**src/design/swr_pkg.sv**
```systemverilog
// Shared constants, types and helpers for the single-wire selection layer.
`default_nettype none

package swr_pkg;

  // Clock and counter sizing.
  localparam int CLK_PERIOD_NS = 10;
  localparam int CNT_W = 16;

  // Line times in nanoseconds, as the figures stand.
  localparam int RST_STD_NS = 120000;
  localparam int RST_FAST_NS = 16000;
  localparam int RST_LONG_NS = 480000;
  localparam int RST_KEEP_FAST_NS = 80000;
  localparam int PRES_DLY_STD_NS = 30000;
  localparam int PRES_DLY_FAST_NS = 3000;
  localparam int PRES_LOW_STD_NS = 80000;
  localparam int PRES_LOW_FAST_NS = 10000;
  localparam int SAMPLE_STD_NS = 30000;
  localparam int SAMPLE_FAST_NS = 3000;
  localparam int HOLD0_STD_NS = 30000;
  localparam int HOLD0_FAST_NS = 3000;

  // Cycle counts; least times round up to whole cycles.
  localparam int RST_STD_CYC_DEF = (RST_STD_NS + CLK_PERIOD_NS - 1) / CLK_PERIOD_NS;
  localparam int RST_LONG_CYC_DEF = (RST_LONG_NS + CLK_PERIOD_NS - 1) / CLK_PERIOD_NS;
  localparam int RST_KEEP_FAST_CYC_DEF = RST_KEEP_FAST_NS / CLK_PERIOD_NS;
  localparam int PRES_LOW_STD_CYC_DEF = (PRES_LOW_STD_NS + CLK_PERIOD_NS - 1) / CLK_PERIOD_NS;
  localparam logic [CNT_W-1:0] RST_FAST_CYC = CNT_W'((RST_FAST_NS + CLK_PERIOD_NS - 1) / CLK_PERIOD_NS);
  localparam logic [CNT_W-1:0] PRES_DLY_STD_CYC = CNT_W'((PRES_DLY_STD_NS + CLK_PERIOD_NS - 1) / CLK_PERIOD_NS);
  localparam logic [CNT_W-1:0] PRES_DLY_FAST_CYC = CNT_W'((PRES_DLY_FAST_NS + CLK_PERIOD_NS - 1) / CLK_PERIOD_NS);
  localparam logic [CNT_W-1:0] PRES_LOW_FAST_CYC = CNT_W'((PRES_LOW_FAST_NS + CLK_PERIOD_NS - 1) / CLK_PERIOD_NS);
  localparam logic [CNT_W-1:0] SAMPLE_STD_CYC = CNT_W'((SAMPLE_STD_NS + CLK_PERIOD_NS - 1) / CLK_PERIOD_NS);
  localparam logic [CNT_W-1:0] SAMPLE_FAST_CYC = CNT_W'((SAMPLE_FAST_NS + CLK_PERIOD_NS - 1) / CLK_PERIOD_NS);
  localparam logic [CNT_W-1:0] HOLD0_STD_CYC = CNT_W'((HOLD0_STD_NS + CLK_PERIOD_NS - 1) / CLK_PERIOD_NS);
  localparam logic [CNT_W-1:0] HOLD0_FAST_CYC = CNT_W'((HOLD0_FAST_NS + CLK_PERIOD_NS - 1) / CLK_PERIOD_NS);

  // Selection command codes.
  localparam logic [7:0] CMD_READ_ID = 8'h33;
  localparam logic [7:0] CMD_MATCH = 8'h55;
  localparam logic [7:0] CMD_SEARCH = 8'hF0;
  localparam logic [7:0] CMD_COND_SEARCH = 8'hEC;
  localparam logic [7:0] CMD_SKIP = 8'hCC;
  localparam logic [7:0] CMD_RESUME = 8'hA5;
  localparam logic [7:0] CMD_FAST_SKIP = 8'h3C;
  localparam logic [7:0] CMD_FAST_MATCH = 8'h69;

  // Identity defaults; these values are arbitrary.
  localparam logic [7:0] FAMILY_DEF = 8'h5A;
  localparam logic [39:0] SERIAL_DEF = 40'h00000C0DE1;
  localparam logic LOC_BIT7 = 1'b1;
  localparam logic [6:0] LOC_ALL_ONES = 7'h7F;
  localparam logic [7:0] CRC_POLY_REFL = 8'h8C;

  // Register byte offsets and reset values.
  localparam logic [3:0] REG_CTRL = 4'h0;
  localparam logic [3:0] REG_STATUS = 4'h4;
  localparam logic [3:0] REG_FUNC = 4'h8;
  localparam logic [3:0] REG_IDENT = 4'hC;
  localparam int FUNC_VALID_BIT = 8;
  localparam logic CTRL_RESET = 1'b0;

  // Transaction phases.
  typedef enum logic [3:0] {
    P_IDLE = 4'h0,
    P_RESET = 4'h1,
    P_PRES_WAIT = 4'h2,
    P_PRES_LOW = 4'h3,
    P_PRES_REL = 4'h4,
    P_ROM_CMD = 4'h5,
    P_READ_ID = 4'h6,
    P_MATCH = 4'h7,
    P_SRCH = 4'h8,
    P_FUNC = 4'h9,
    P_DONE = 4'hA
  } swr_phase_t;

  // Check byte over 56 identity bits, least significant bit first.
  function automatic logic [7:0] swr_crc8(input logic [55:0] data);
    logic [7:0] crc;
    logic fb;
    crc = 8'h00;
    for (int i = 0; i < 56; i++) begin
      fb = crc[0] ^ data[i];
      crc = crc >> 1;
      if (fb) begin
        crc = crc ^ CRC_POLY_REFL;
      end
    end
    return crc;
  endfunction

endpackage

`default_nettype wire

```
**src/design/swr_low_timer.sv**
```systemverilog
// Saturating cycle counter used to time line lows and presence intervals.
`default_nettype none

module swr_low_timer import swr_pkg::*; (
  // Clock and reset.
  input wire logic ref_clk,
  input wire logic reset,
  // Control.
  input wire logic clear,
  input wire logic run,
  // Elapsed cycles.
  output logic [CNT_W-1:0] count
);

  // Saturation keeps a stuck-low line from wrapping back into a short slot.
  always_ff @(posedge ref_clk) begin
    if (reset || clear) begin
      count <= '0;
    end else if (run && (count != {CNT_W{1'b1}})) begin
      count <= count + 1'b1;
    end
  end

endmodule

`default_nettype wire

```
**src/design/swr_rom_layer.sv**
```systemverilog
// Device-side selection layer of a single-wire open-drain bus, with an Avalon-MM register slave.
//
// Behaviour
// Init, selection, function command, then data.
// Reset pulse answered by a presence pulse.
// Eight selection commands, each an 8-bit code.
// 33h shifts out family, serial, location, check.
// Location bits 0..6 follow live location inputs.
// Check byte fixed, location taken as ones.
// 55h compares 64 bits; mismatch idles.
// F0h sends bit, complement, reads master bit.
// ECh searches only with conditional request active.
// Completed search selects like a match.
// CCh goes straight to function command.
// A5h proceeds only with resume flag set.
// Resume flag set by match, search, fast-match.
// Resume flag cleared when another device selected.
// 3Ch sets fast speed, enters function phase.
// 69h matches at fast speed, sets fast.
// Unselected fast device keeps fast speed.
// Standard speed at power-up; fast times everything.
// Short reset keeps fast; long returns standard.
// After reset rise: delay, then presence low.
// Master samples presence at its sampling instant.
// Ready for slots right after presence recovery.
// Long low is a reset, speed dependent.
// Read zero pulls low for timed period.
// Check byte is x^8+x^5+x^4+1 over 56 bits.
// Unknown command or reset abandons the transaction.
// Identity bits move least significant first.
`default_nettype none

module swr_rom_layer import swr_pkg::*; #(
  parameter int RST_STD_CYC = RST_STD_CYC_DEF,
  parameter int RST_LONG_CYC = RST_LONG_CYC_DEF,
  parameter int PRES_LOW_STD_CYC = PRES_LOW_STD_CYC_DEF,
  parameter logic [7:0] FAMILY = FAMILY_DEF,
  parameter logic [39:0] SERIAL = SERIAL_DEF
) (
  // Clock and reset.
  input wire logic ref_clk,
  input wire logic reset,
  // Avalon-MM register slave.
  input wire logic [3:0] avs_address,
  input wire logic avs_read,
  input wire logic avs_write,
  input wire logic [31:0] avs_writedata,
  output logic [31:0] avs_readdata,
  output logic avs_waitrequest,
  // Open-drain bus line.
  input wire logic lineIn,
  output logic lineOut,
  output logic lineOe,
  // Location straps, bit 0 is location_input_lsb and bit 6 location_input_msb.
  input wire logic [6:0] locationIn
);

  // Check byte is a constant computed with all location bits high.
  localparam logic [7:0] ID_CRC = swr_crc8({LOC_BIT7, LOC_ALL_ONES, SERIAL, FAMILY});

  logic lineMeta_q, lineSync_q, linePrev_q;
  logic [6:0] locMeta_q, locSync_q;
  logic [CNT_W-1:0] lowCnt, presCnt;
  swr_phase_t phase_q;
  logic [5:0] bitIdx_q;
  logic [1:0] trip_q;
  logic [7:0] shift_q;
  logic sampled_q, driveQ, fastMatch_q;
  logic resume_flag_q, fast_speed_flag_q, fastPrev_q;
  logic conditional_search_request_q;
  logic [7:0] funcCmd_q, romCmd_q;
  logic funcValid_q, ackQ;
  logic fallEdge, riseEdge, slotEnd, resetSeen, resetRise, presStart, presEnd, presClr;
  logic [63:0] idWord;
  logic idBit, txBit, txActive;
  logic [7:0] rxByte;
  logic cmdDone, funcDone, matchFail, matchDone, srchFail, srchDone, condSkip;
  logic [CNT_W-1:0] rstCyc, sampleCyc, hold0Cyc, presDlyCyc, presLowCyc;
  logic [31:0] readMux;
  logic busWr;

  // Line and straps come from outside the clock domain, so two flops come first.
  always_ff @(posedge ref_clk) begin
    if (reset) begin
      lineMeta_q <= 1'b1;
      lineSync_q <= 1'b1;
      linePrev_q <= 1'b1;
      locMeta_q <= 7'h7F;
      locSync_q <= 7'h7F;
    end else begin
      lineMeta_q <= lineIn;
      lineSync_q <= lineMeta_q;
      linePrev_q <= lineSync_q;
      locMeta_q <= locationIn;
      locSync_q <= locMeta_q;
    end
  end

  assign fallEdge = linePrev_q & ~lineSync_q;
  assign riseEdge = ~linePrev_q & lineSync_q;

  // Every window shortens in fast speed, reset and presence included.
  assign rstCyc = fast_speed_flag_q ? RST_FAST_CYC : CNT_W'(RST_STD_CYC);
  assign sampleCyc = fast_speed_flag_q ? SAMPLE_FAST_CYC : SAMPLE_STD_CYC;
  assign hold0Cyc = fast_speed_flag_q ? HOLD0_FAST_CYC : HOLD0_STD_CYC;
  assign presDlyCyc = fast_speed_flag_q ? PRES_DLY_FAST_CYC : PRES_DLY_STD_CYC;
  assign presLowCyc = fast_speed_flag_q ? PRES_LOW_FAST_CYC : CNT_W'(PRES_LOW_STD_CYC);

  // Low time measured from each master falling edge.
  swr_low_timer lowTimer (
    .ref_clk(ref_clk),
    .reset(reset),
    .clear(fallEdge),
    .run(~lineSync_q),
    .count(lowCnt)
  );

  // Presence delay and duration share a second counter.
  swr_low_timer presTimer (
    .ref_clk(ref_clk),
    .reset(reset),
    .clear(presClr),
    .run(1'b1),
    .count(presCnt)
  );

  // Identity, least significant field first; location bits are live.
  assign idWord = {ID_CRC, LOC_BIT7, locSync_q, SERIAL, FAMILY};
  assign idBit = idWord[bitIdx_q];
  assign rxByte = {sampled_q, shift_q[7:1]};

  // Slot bits are acted on at the rising edge, so a reset pulse is never mistaken for a data zero.
  assign slotEnd = riseEdge && (lowCnt < rstCyc);
  assign resetSeen = ~lineSync_q && (lowCnt == rstCyc) && (phase_q != P_RESET) &&
                     (phase_q != P_PRES_WAIT) && (phase_q != P_PRES_LOW) && (phase_q != P_PRES_REL);
  assign resetRise = riseEdge && (phase_q == P_RESET);
  assign presStart = (phase_q == P_PRES_WAIT) && (presCnt >= presDlyCyc);
  assign presEnd = (phase_q == P_PRES_LOW) && (presCnt >= presLowCyc);
  assign presClr = resetRise || presStart;

  // Events of the command, match and search sequences.
  assign cmdDone = slotEnd && (phase_q == P_ROM_CMD) && (bitIdx_q == 6'h07);
  assign funcDone = slotEnd && (phase_q == P_FUNC) && (bitIdx_q == 6'h07);
  assign matchFail = slotEnd && (phase_q == P_MATCH) && (sampled_q != idBit);
  assign matchDone = slotEnd && (phase_q == P_MATCH) && (sampled_q == idBit) && (bitIdx_q == 6'h3F);
  assign srchFail = slotEnd && (phase_q == P_SRCH) && (trip_q == 2'h2) && (sampled_q != idBit);
  assign srchDone = slotEnd && (phase_q == P_SRCH) && (trip_q == 2'h2) && (sampled_q == idBit) &&
                    (bitIdx_q == 6'h3F);
  assign condSkip = cmdDone && (rxByte == CMD_COND_SEARCH) && !conditional_search_request_q;

  // Bit to send: identity bit, or its complement in the second search slot.
  always_comb begin
    txActive = 1'b0;
    txBit = 1'b1;
    case (phase_q)
      P_READ_ID: begin
        txActive = 1'b1;
        txBit = idBit;
      end
      P_SRCH: begin
        txActive = (trip_q != 2'h2);
        txBit = (trip_q == 2'h0) ? idBit : ~idBit;
      end
      default: begin
        txActive = 1'b0;
        txBit = 1'b1;
      end
    endcase
  end

  // Master bit is a zero if the line is still low at the sample point.
  always_ff @(posedge ref_clk) begin
    if (reset) begin
      sampled_q <= 1'b1;
    end else if (fallEdge) begin
      sampled_q <= 1'b1;
    end else if (~lineSync_q && (lowCnt == sampleCyc)) begin
      sampled_q <= 1'b0;
    end
  end

  // Pull-down for presence and for read zeros; only a zero is ever driven.
  always_ff @(posedge ref_clk) begin
    if (reset) begin
      driveQ <= 1'b0;
    end else if (presStart) begin
      driveQ <= 1'b1;
    end else if (presEnd || resetSeen) begin
      driveQ <= 1'b0;
    end else if (fallEdge && txActive && !txBit) begin
      driveQ <= 1'b1;
    end else if (driveQ && (phase_q != P_PRES_LOW) && (lowCnt >= hold0Cyc)) begin
      driveQ <= 1'b0;
    end
  end

  assign lineOut = 1'b0;
  assign lineOe = driveQ;

  // Transaction sequencer; a reset pulse outside the reset and presence phases wins over everything.
  always_ff @(posedge ref_clk) begin
    if (reset) begin
      phase_q <= P_IDLE;
      bitIdx_q <= 6'h00;
      trip_q <= 2'h0;
      shift_q <= 8'h00;
      fastMatch_q <= 1'b0;
    end else if (resetSeen) begin
      phase_q <= P_RESET;
    end else begin
      case (phase_q)
        P_RESET: begin
          if (resetRise) begin
            phase_q <= P_PRES_WAIT;
          end
        end
        P_PRES_WAIT: begin
          if (presStart) begin
            phase_q <= P_PRES_LOW;
          end
        end
        P_PRES_LOW: begin
          if (presEnd) begin
            phase_q <= P_PRES_REL;
          end
        end
        P_PRES_REL: begin
          if (lineSync_q) begin
            phase_q <= P_ROM_CMD;
            bitIdx_q <= 6'h00;
            fastMatch_q <= 1'b0;
          end
        end
        P_ROM_CMD: begin
          if (slotEnd) begin
            shift_q <= rxByte;
            bitIdx_q <= bitIdx_q + 6'h01;
          end
          if (cmdDone) begin
            bitIdx_q <= 6'h00;
            trip_q <= 2'h0;
            // Decode the selection command.
            if (rxByte == CMD_READ_ID) begin
              phase_q <= P_READ_ID;
            end else if (rxByte == CMD_MATCH) begin
              phase_q <= P_MATCH;
            end else if (rxByte == CMD_FAST_MATCH) begin
              phase_q <= P_MATCH;
              fastMatch_q <= 1'b1;
            end else if (rxByte == CMD_SEARCH) begin
              phase_q <= P_SRCH;
            end else if (rxByte == CMD_COND_SEARCH) begin
              phase_q <= conditional_search_request_q ? P_SRCH : P_IDLE;
            end else if ((rxByte == CMD_SKIP) || (rxByte == CMD_FAST_SKIP)) begin
              phase_q <= P_FUNC;
            end else if (rxByte == CMD_RESUME) begin
              phase_q <= resume_flag_q ? P_FUNC : P_IDLE;
            end else begin
              phase_q <= P_IDLE;
            end
          end
        end
        P_READ_ID: begin
          if (slotEnd) begin
            bitIdx_q <= bitIdx_q + 6'h01;
            if (bitIdx_q == 6'h3F) begin
              phase_q <= P_FUNC;
            end
          end
        end
        P_MATCH: begin
          if (matchFail) begin
            phase_q <= P_IDLE;
          end else if (slotEnd) begin
            bitIdx_q <= bitIdx_q + 6'h01;
            if (matchDone) begin
              phase_q <= P_FUNC;
            end
          end
        end
        P_SRCH: begin
          if (srchFail) begin
            phase_q <= P_IDLE;
          end else if (slotEnd) begin
            trip_q <= (trip_q == 2'h2) ? 2'h0 : trip_q + 2'h1;
            if (trip_q == 2'h2) begin
              bitIdx_q <= bitIdx_q + 6'h01;
            end
            if (srchDone) begin
              phase_q <= P_FUNC;
            end
          end
        end
        P_FUNC: begin
          if (slotEnd) begin
            shift_q <= rxByte;
            bitIdx_q <= bitIdx_q + 6'h01;
          end
          if (funcDone) begin
            phase_q <= P_DONE;
          end
        end
        default: begin
          phase_q <= phase_q;
        end
      endcase
    end
  end

  // Resume flag: the set wins if both fire, which cannot happen in one slot anyway.
  always_ff @(posedge ref_clk) begin
    if (reset) begin
      resume_flag_q <= 1'b0;
    end else if (matchDone || srchDone) begin
      resume_flag_q <= 1'b1;
    end else if (matchFail || srchFail || condSkip) begin
      resume_flag_q <= 1'b0;
    end
  end

  // Fast speed flag; a speed between the two reset limits is left as it was.
  always_ff @(posedge ref_clk) begin
    if (reset) begin
      fast_speed_flag_q <= 1'b0;
      fastPrev_q <= 1'b0;
    end else if (resetRise && (lowCnt >= CNT_W'(RST_LONG_CYC))) begin
      fast_speed_flag_q <= 1'b0;
    end else if (cmdDone && ((rxByte == CMD_FAST_SKIP) || (rxByte == CMD_FAST_MATCH))) begin
      fastPrev_q <= fast_speed_flag_q;
      fast_speed_flag_q <= 1'b1;
    end else if (matchFail && fastMatch_q) begin
      fast_speed_flag_q <= fastPrev_q;
    end
  end

  // Last selection and function bytes; the valid bit's set wins over a clear.
  always_ff @(posedge ref_clk) begin
    if (reset) begin
      romCmd_q <= 8'h00;
      funcCmd_q <= 8'h00;
      funcValid_q <= 1'b0;
    end else begin
      if (cmdDone) begin
        romCmd_q <= rxByte;
      end
      if (funcDone) begin
        funcCmd_q <= rxByte;
        funcValid_q <= 1'b1;
      end else if (busWr && (avs_address == REG_FUNC) && avs_writedata[FUNC_VALID_BIT]) begin
        funcValid_q <= 1'b0;
      end
    end
  end

  // Bus slave answers every access after exactly one wait cycle.
  always_ff @(posedge ref_clk) begin
    if (reset) begin
      ackQ <= 1'b0;
    end else begin
      ackQ <= (avs_read || avs_write) && !ackQ;
    end
  end

  assign avs_waitrequest = !ackQ;
  assign busWr = avs_write && ackQ;

  // Read decode; unmapped offsets read as zero.
  always_comb begin
    readMux = 32'h00000000;
    if (avs_address == REG_CTRL) begin
      readMux = {31'h00000000, conditional_search_request_q};
    end else if (avs_address == REG_STATUS) begin
      readMux = {24'h000000, phase_q, 1'b0, (phase_q == P_FUNC) || (phase_q == P_DONE),
                 fast_speed_flag_q, resume_flag_q};
    end else if (avs_address == REG_FUNC) begin
      readMux = {15'h0000, romCmd_q, funcValid_q, funcCmd_q};
    end else if (avs_address == REG_IDENT) begin
      readMux = {16'h0000, ID_CRC, idWord[55:48]};
    end
  end

  // Read data is latched in the wait cycle and stands through the answer cycle.
  always_ff @(posedge ref_clk) begin
    if (reset) begin
      avs_readdata <= 32'h00000000;
    end else if (avs_read && !ackQ) begin
      avs_readdata <= readMux;
    end
  end

  // Software-held conditional search request.
  always_ff @(posedge ref_clk) begin
    if (reset) begin
      conditional_search_request_q <= CTRL_RESET;
    end else if (busWr && (avs_address == REG_CTRL)) begin
      conditional_search_request_q <= avs_writedata[0];
    end
  end
endmodule

`default_nettype wire

```
**config.mk**
```make
export PLATFORM = sky130hd
export DESIGN_NAME = swr_rom_layer
export DESIGN_NICKNAME = d
export VERILOG_FILES = /design/src/design/swr_pkg.sv /design/src/design/swr_low_timer.sv /design/src/design/swr_rom_layer.sv
export SDC_FILE = /design/constraint.sdc
export NUM_CORES = 1
export LEC_CHECK = 0
export BUFFER_PORTS_ARGS = -buffer_cell sky130_fd_sc_hd__buf_2
export CORE_MARGIN = 2
export CORE_UTILIZATION = 25
export DETAILED_ROUTE_END_ITERATION = 8
export SETUP_SLACK_MARGIN = 0.02
export SLEW_MARGIN = 20
export SYNTH_ARGS = -nofsm -noshare
export SYNTH_HDL_FRONTEND = slang
export SYNTH_SLANG_ARGS = --single-unit
```
**constraint.sdc**
```tcl
create_clock -name ref_clk -period 3.4 [get_ports ref_clk]
set_input_delay 0.68 -clock ref_clk [delete_from_list [all_inputs] [get_ports ref_clk]]
set_output_delay 0.68 -clock ref_clk [all_outputs]
set_load 0.02 [all_outputs]
```
# Yosys cells after proc, flatten, opt, wreduce, memory -nomap -nowiden
# Index checks and enable logic that the tools add are counted.
# classes
mux	66
n_eq_ne	66
bitwise	7
n_div	0
n_shift	0
order_cmp	6
multipliers	0
n_reduce_logical	76
addsub	4
# op_table
op	n
$mux W4	23
$mux W17	3
$mux W6	7
$logic_and A1 B1 Y1	39
$ne A3 B3 Y1 const B	12
$pmux W4 S9	1
$add A16 B1 Y16 const B	2
$eq A8 B8 Y1 const B	4
$ge A16 B12 Y1	2
$ne A16 B16 Y1 const B	2
$pmux W6 S5	1
$ne A2 B2 Y1 const B	14
$reduce_and A13 Y1	2
$eq A4 B3 Y1 const B	5
$eq A4 B4 Y1 const B	5
$mux W1	18
$eq A16 B12 Y1	1
$eq A16 B14 Y1	1
$eq A8 B6 Y1 const B	2
$eq A8 B7 Y1 const B	2
$ge A16 B13 Y1	1
$ge A16 B16 Y1 const B	1
$lt A16 B14 Y1	1
$ne A4 B4 Y1 const B	4
other kinds (38)	72
# totals
in_bits	48
out_inout_bits	35
ram_bits	0
latchBits	0
mem_bits_ro	0
register_bits	126
n_memories	0
elab_cells	249

# Longest topological paths before layout
# logic_depth
ltp_word	12
depth_mapped	11
mapped_depth_nobuf	10

# Cells and area by module
# Synthesis repeated with hierarchy kept, for this count alone.
# hier_totals
cells_unflattened	768
area_unflattened_um2	6431.2
# modules_own_cells
mod	cells_each	n_inst	seq_area_each_um2	area_per_inst_um2
swr_rom_layer	578	1	1561.5	4737.0
swr_low_timer	95	2	320.3	847.1

# Least setup slack after synthesis
# Ideal clock, no wire load.
# synth_path
path_type	reg2reg
start	register fast_speed_flag_q
end	register bitIdx_q[5]
t_required_ns	3.304
setup_ns	0.096
path_stages_with_launch	9
path_buffers	0
setup_slack_ns	0.835
period_less_slack_ns	2.565
arrival_time_ns	2.470
cell_sequence	dfxtp_1 -> ha_1 -> a2111o_1 -> nor3_4 -> a32oi_1 -> or2_4 -> clkinv_2 -> o2111ai_2 -> o41ai_2
# synth_between
elab_chain_cells	9
word_cells_on_any_way	25
classes_between	1 x order compare; 4 x eq/ne; 5 x mux; 1 x bitwise; 14 x reduce/logical
# synth_rtl
item	line_no	rtl
start: declaration	swr_rom_layer.sv:69	logic resume_flag_q, fast_speed_flag_q, fastPrev_q;
start signal: assignment	swr_rom_layer.sv:332	fast_speed_flag_q <= fastPrev_q;
$mux W14 (*)	swr_rom_layer.sv:103	assign rstCyc = fast_speed_flag_q ? RST_FAST_CYC : CNT_W'(RST_STD_CYC);
branches (longest 8 deep; another with $lt A16 B14 Y1)	--	
end signal: assignment	swr_rom_layer.sv:237	bitIdx_q <= bitIdx_q + 6'h01;
end signal: assignment	swr_rom_layer.sv:265	bitIdx_q <= bitIdx_q + 6'h01;
end signal: assignment	swr_rom_layer.sv:275	bitIdx_q <= bitIdx_q + 6'h01;
end: declaration	swr_rom_layer.sv:65	logic [5:0] bitIdx_q;
# Mark *: on every way between the ends. The select of a mux whose other input is x is not followed.
# A chain may end at the register's enable or synchronous reset.

# Worst setup path after layout
# layout_path
start	register fast_speed_flag_q
end	register bitIdx_q[3]
# The elaborated chain is that of the path after synthesis.

==> impl_metrics.json <==
{
  "syn-instance-count": 724,
  "critPathSlowestCell": "a2111oi_2",
  "fp.dieArea_um2": 25300,
  "worst_hold_path.endpoint": "locSync_q[2]",
  "regToRegEndpoint": "bitIdx_q[3]",
  "post_drt_via_cell_ratio": 4.67,
  "finClkSkew_ns": 0.0157,
  "drtAntennaViolNets": 0,
  "detailroute.via_count": 5003,
  "final_net_count": 821,
  "critical_path_arrival_ns": 3.16,
  "critical_path.reg2reg.startpoint": "fast_speed_flag_q",
  "worst_slew_margin_rel_pct": 49.3,
  "remaining_drc_errors": 0,
  "fin_tns_setup_ns": 0,
  "postSynth.topFlopCell": "dfxtp_1",
  "post-dp-hpwl_mm": 10.2,
  "power.density_cell_area_nw_per_um2": 420,
  "dieWidth_um": 159,
  "synthesized_area_per_cell_um2": 8.30,
  "timing.critical_path.cells": "inv_1 > ha_1 > nand4_1 > a2111oi_2 > a31o_2 > a21oi_1 > a31oi_1 > o21ai_0 > o31ai_1",
  "area.growth.synth_to_final_pct": 12.7,
  "cp_data_required_time_ns": 3.67,
  "leakagePower_nw": 2.47,
  "synth_enable_flop_cells": 0,
  "startpoint_type": "flop",
  "ctsHtreeMaxLevel": 3,
  "synth_seq_cells": 110,
  "core_region_area_um2": 23500,
  "critPathKind": "flop to flop",
  "async_flop_share_pct": 0,
  "cts.repair_timing.setup_buffer_count": 0,
  "number_of_global_route_vias_before_repair": 4645,
  "setup.reg_to_reg.worst_slack_ns": 0.51,
  "portBuffers": 36,
  "synthesis.yosys.warnings": 0,
  "achievable-frequency_ghz": 0.346,
  "reg2reg_depth": 9,
  "critPathCaptureType": "flop",
  "master_cell_of_the_clock_root_buffer": "clkbuf_16",
  "maximum_number_of_pins_on_one_net_before_global_route_repair": 47,
  "dr.first_iter.drc_count": 374,
  "timing.final.setup_violations": 0,
  "cts-buffers-inserted": 9,
  "ioPinCount": 83,
  "hold_path_class": "flop to flop",
  "power.total_mw": 2.85,
  "cts_hold_buf": 0,
  "worst_ir_drop_vdd_uv": 222,
  "maxSlewViolCount": 0,
  "globalRoute.totalOverflow": 0,
  "floorplan.initialDensity_pct": 25.5,
  "synth.cell_area_um2": 6010,
  "dp_cells": 1055,
  "whs_path_depth": 1,
  "row_count": 56,
  "clock_sinks": 110,
  "share_of_the_cycle_needed_by_the_critical_path_after_routing_pct": 85.0,
  "number_of_gates_given_a_new_drive_strength_after_cts": 0,
  "report.final.hold_viol_count": 0,
  "die_boundary_height_um": 159,
  "globalRouteTotalUtil_pct": 11.1,
  "worst_path_largest_cell_delay_ns": 0.55,
  "first_pass_iters": 5,
  "gp_routability_congestion": 0.887,
  "min-delay-start": "locMeta_q[2]",
  "layout.filler_cells": 2583,
  "synth_cell_types": 76,
  "grt_setup_unrepaired": "no",
  "n_diodes": 0,
  "antenna_found_initial": 0,
  "clkTransAtPathRegs_ns": 0.07,
  "post-route-min-period_ns": 2.89,
  "status": "complete, no violations",
  "fin_cells": 1071,
  "max-clock-path-buffers": 2,
  "timing.critical_path.fanout_max": 9,
  "synth-seq-area-share_pct": 36.7,
  "drv.max_cap_violation_count": 0,
  "route.final.wire_length_mm": 14.0,
  "actual_transition_at_the_worst_max_transition_pin_ns": 0.758,
  "worst_skew_pair.late_latency_ns": 0.37,
  "wl_per_cell_um": 13.1,
  "grt_pass1_wl_mm": 23.3,
  "fraction_of_layout_instances_using_a_drive_strength_above_1_pct": 13.6,
  "cts_tree": "built"
}
report_power, final:
| group | internal [mW] | leakage (nW) | switching, mW |
|---|---|---|---|
| combinational | 0.133 | 1.43 | 0.246 |
| sequential | 1.31 | 0.891 | 0.0387 |
| clock | 0.590 | 0.152 | 0.524 |
| total | 2.04 | 2.47 | 0.808 |
synthesized netlist by cell type (5+ instances only):
cell type  number  area, um2
dfxtp_1       110       2200
nor2_1        101        379
nand2_1        61        229
a21oi_1        41        205
o21ai_0        36        180
inv_1          31        116
ha_1           26        325
nand3_1        25        125
mux2i_1        23        230
nor3_1         23        115
clkbuf_1       22       82.6
buf_4          17        128
or2_2          17        106
a22oi_1        14        105
nand4_1        14       87.6
xnor2_1        12        105
xor2_1         12        105
buf_2           8       40.0
or3_1           8       50.1
a31oi_1         7       43.8
nor2b_1         7       43.8
a211oi_1        6       45.0
and2_1          6       37.5
a22o_1          5       43.8
and3_1          5       31.3
nand2b_1        5       31.3
o31ai_1         5       37.5
per-stage QoR:
stage,hold WS [ns],setup WS (ns),utilization (%),instance area (um2)
floorplan,0.389,0.835,-,6060
global placement,0.394,0.609,27.4,6460
detailed placement,0.394,0.576,27.4,6460
CTS,0.412,0.557,28.8,6770
global route,0.421,0.263,28.8,6770
finish,0.411,0.511,28.8,6770
layout make-up:
type                    instances  area (um2)  share of cell area (%)
clock buffers                   9         225                    3.33
clock inverters                 7        88.8                    1.31
inverters                      32         121                    1.79
multi-input cells             549        3490                    51.5
flip-flops and latches        110        2200                    32.5
well taps                     319         399                    5.89
repair buffers                 45         248                    3.66
worst max-delay path, delay by kind of cell, from the launching register on:
family	cells	cell delay (ns)
flops	1	0.51
compound gates	6	1.62
fa+ha+maj	1	0.33
buf+inv	1	0.22
simple gates	1	0.11
placed cells by master (no fill, tap or decap), drive strengths merged, types with 16 or more instances in the layout:
cell,n
dfxtp,110
nor2,101
nand2,61
buf,45
a21oi,41
o21ai,40
inv,34
ha,26
nand3,25
nor3,24
mux2i,23
or2,19
conb,16
how the worst max path moves through the flow:
stage                              to         startpoint  cells past startpoint  slack [ns]
final                     bitIdx_q[3]  fast_speed_flag_q                      9        0.51
after global routing      bitIdx_q[3]  fast_speed_flag_q                      8        0.26
after CTS                 bitIdx_q[4]  fast_speed_flag_q                      9        0.56
after detailed placement  bitIdx_q[2]  fast_speed_flag_q                      9        0.58
after global placement    bitIdx_q[2]  fast_speed_flag_q                      8        0.61
after floorplan           bitIdx_q[5]  fast_speed_flag_q                      8        0.83
flip-flops by register name (all words and copies together), names as in the netlist, 4 cells and up:
name,cells
shift_q,7
presTimer.count,16
phase_q,4
avs_readdata,17
lowTimer.count,16
locSync_q,7
funcCmd_q,8
locMeta_q,7
romCmd_q,8
bitIdx_q,6
routing by layer:
layer | global-route usage, % | wire [um]
met5 | 0 | 0
met3 | 1.56 | 488
met1 | 15.5 | 6970
met2 | 17.4 | 6330
met4 | 3.88 | 204
cell families (layout without fill, tap and decap cells):
kind of cell | Yosys count | in the layout | share of synthesized area [%]
adder cells (fa/ha/maj) | 26 | 26 | 5.41
other | 1 | 16 | 0.0624
multiplexers | 26 | 26 | 4.96
AO/OA/AOI/OAI | 154 | 154 | 18.0
flip-flops | 110 | 110 | 36.7
AND/OR/NAND/NOR | 303 | 303 | 25.2
XOR/XNOR | 24 | 24 | 3.50
buffers and inverters | 80 | 93 | 6.25
Note: power is estimated with default switching activity, not from simulation.
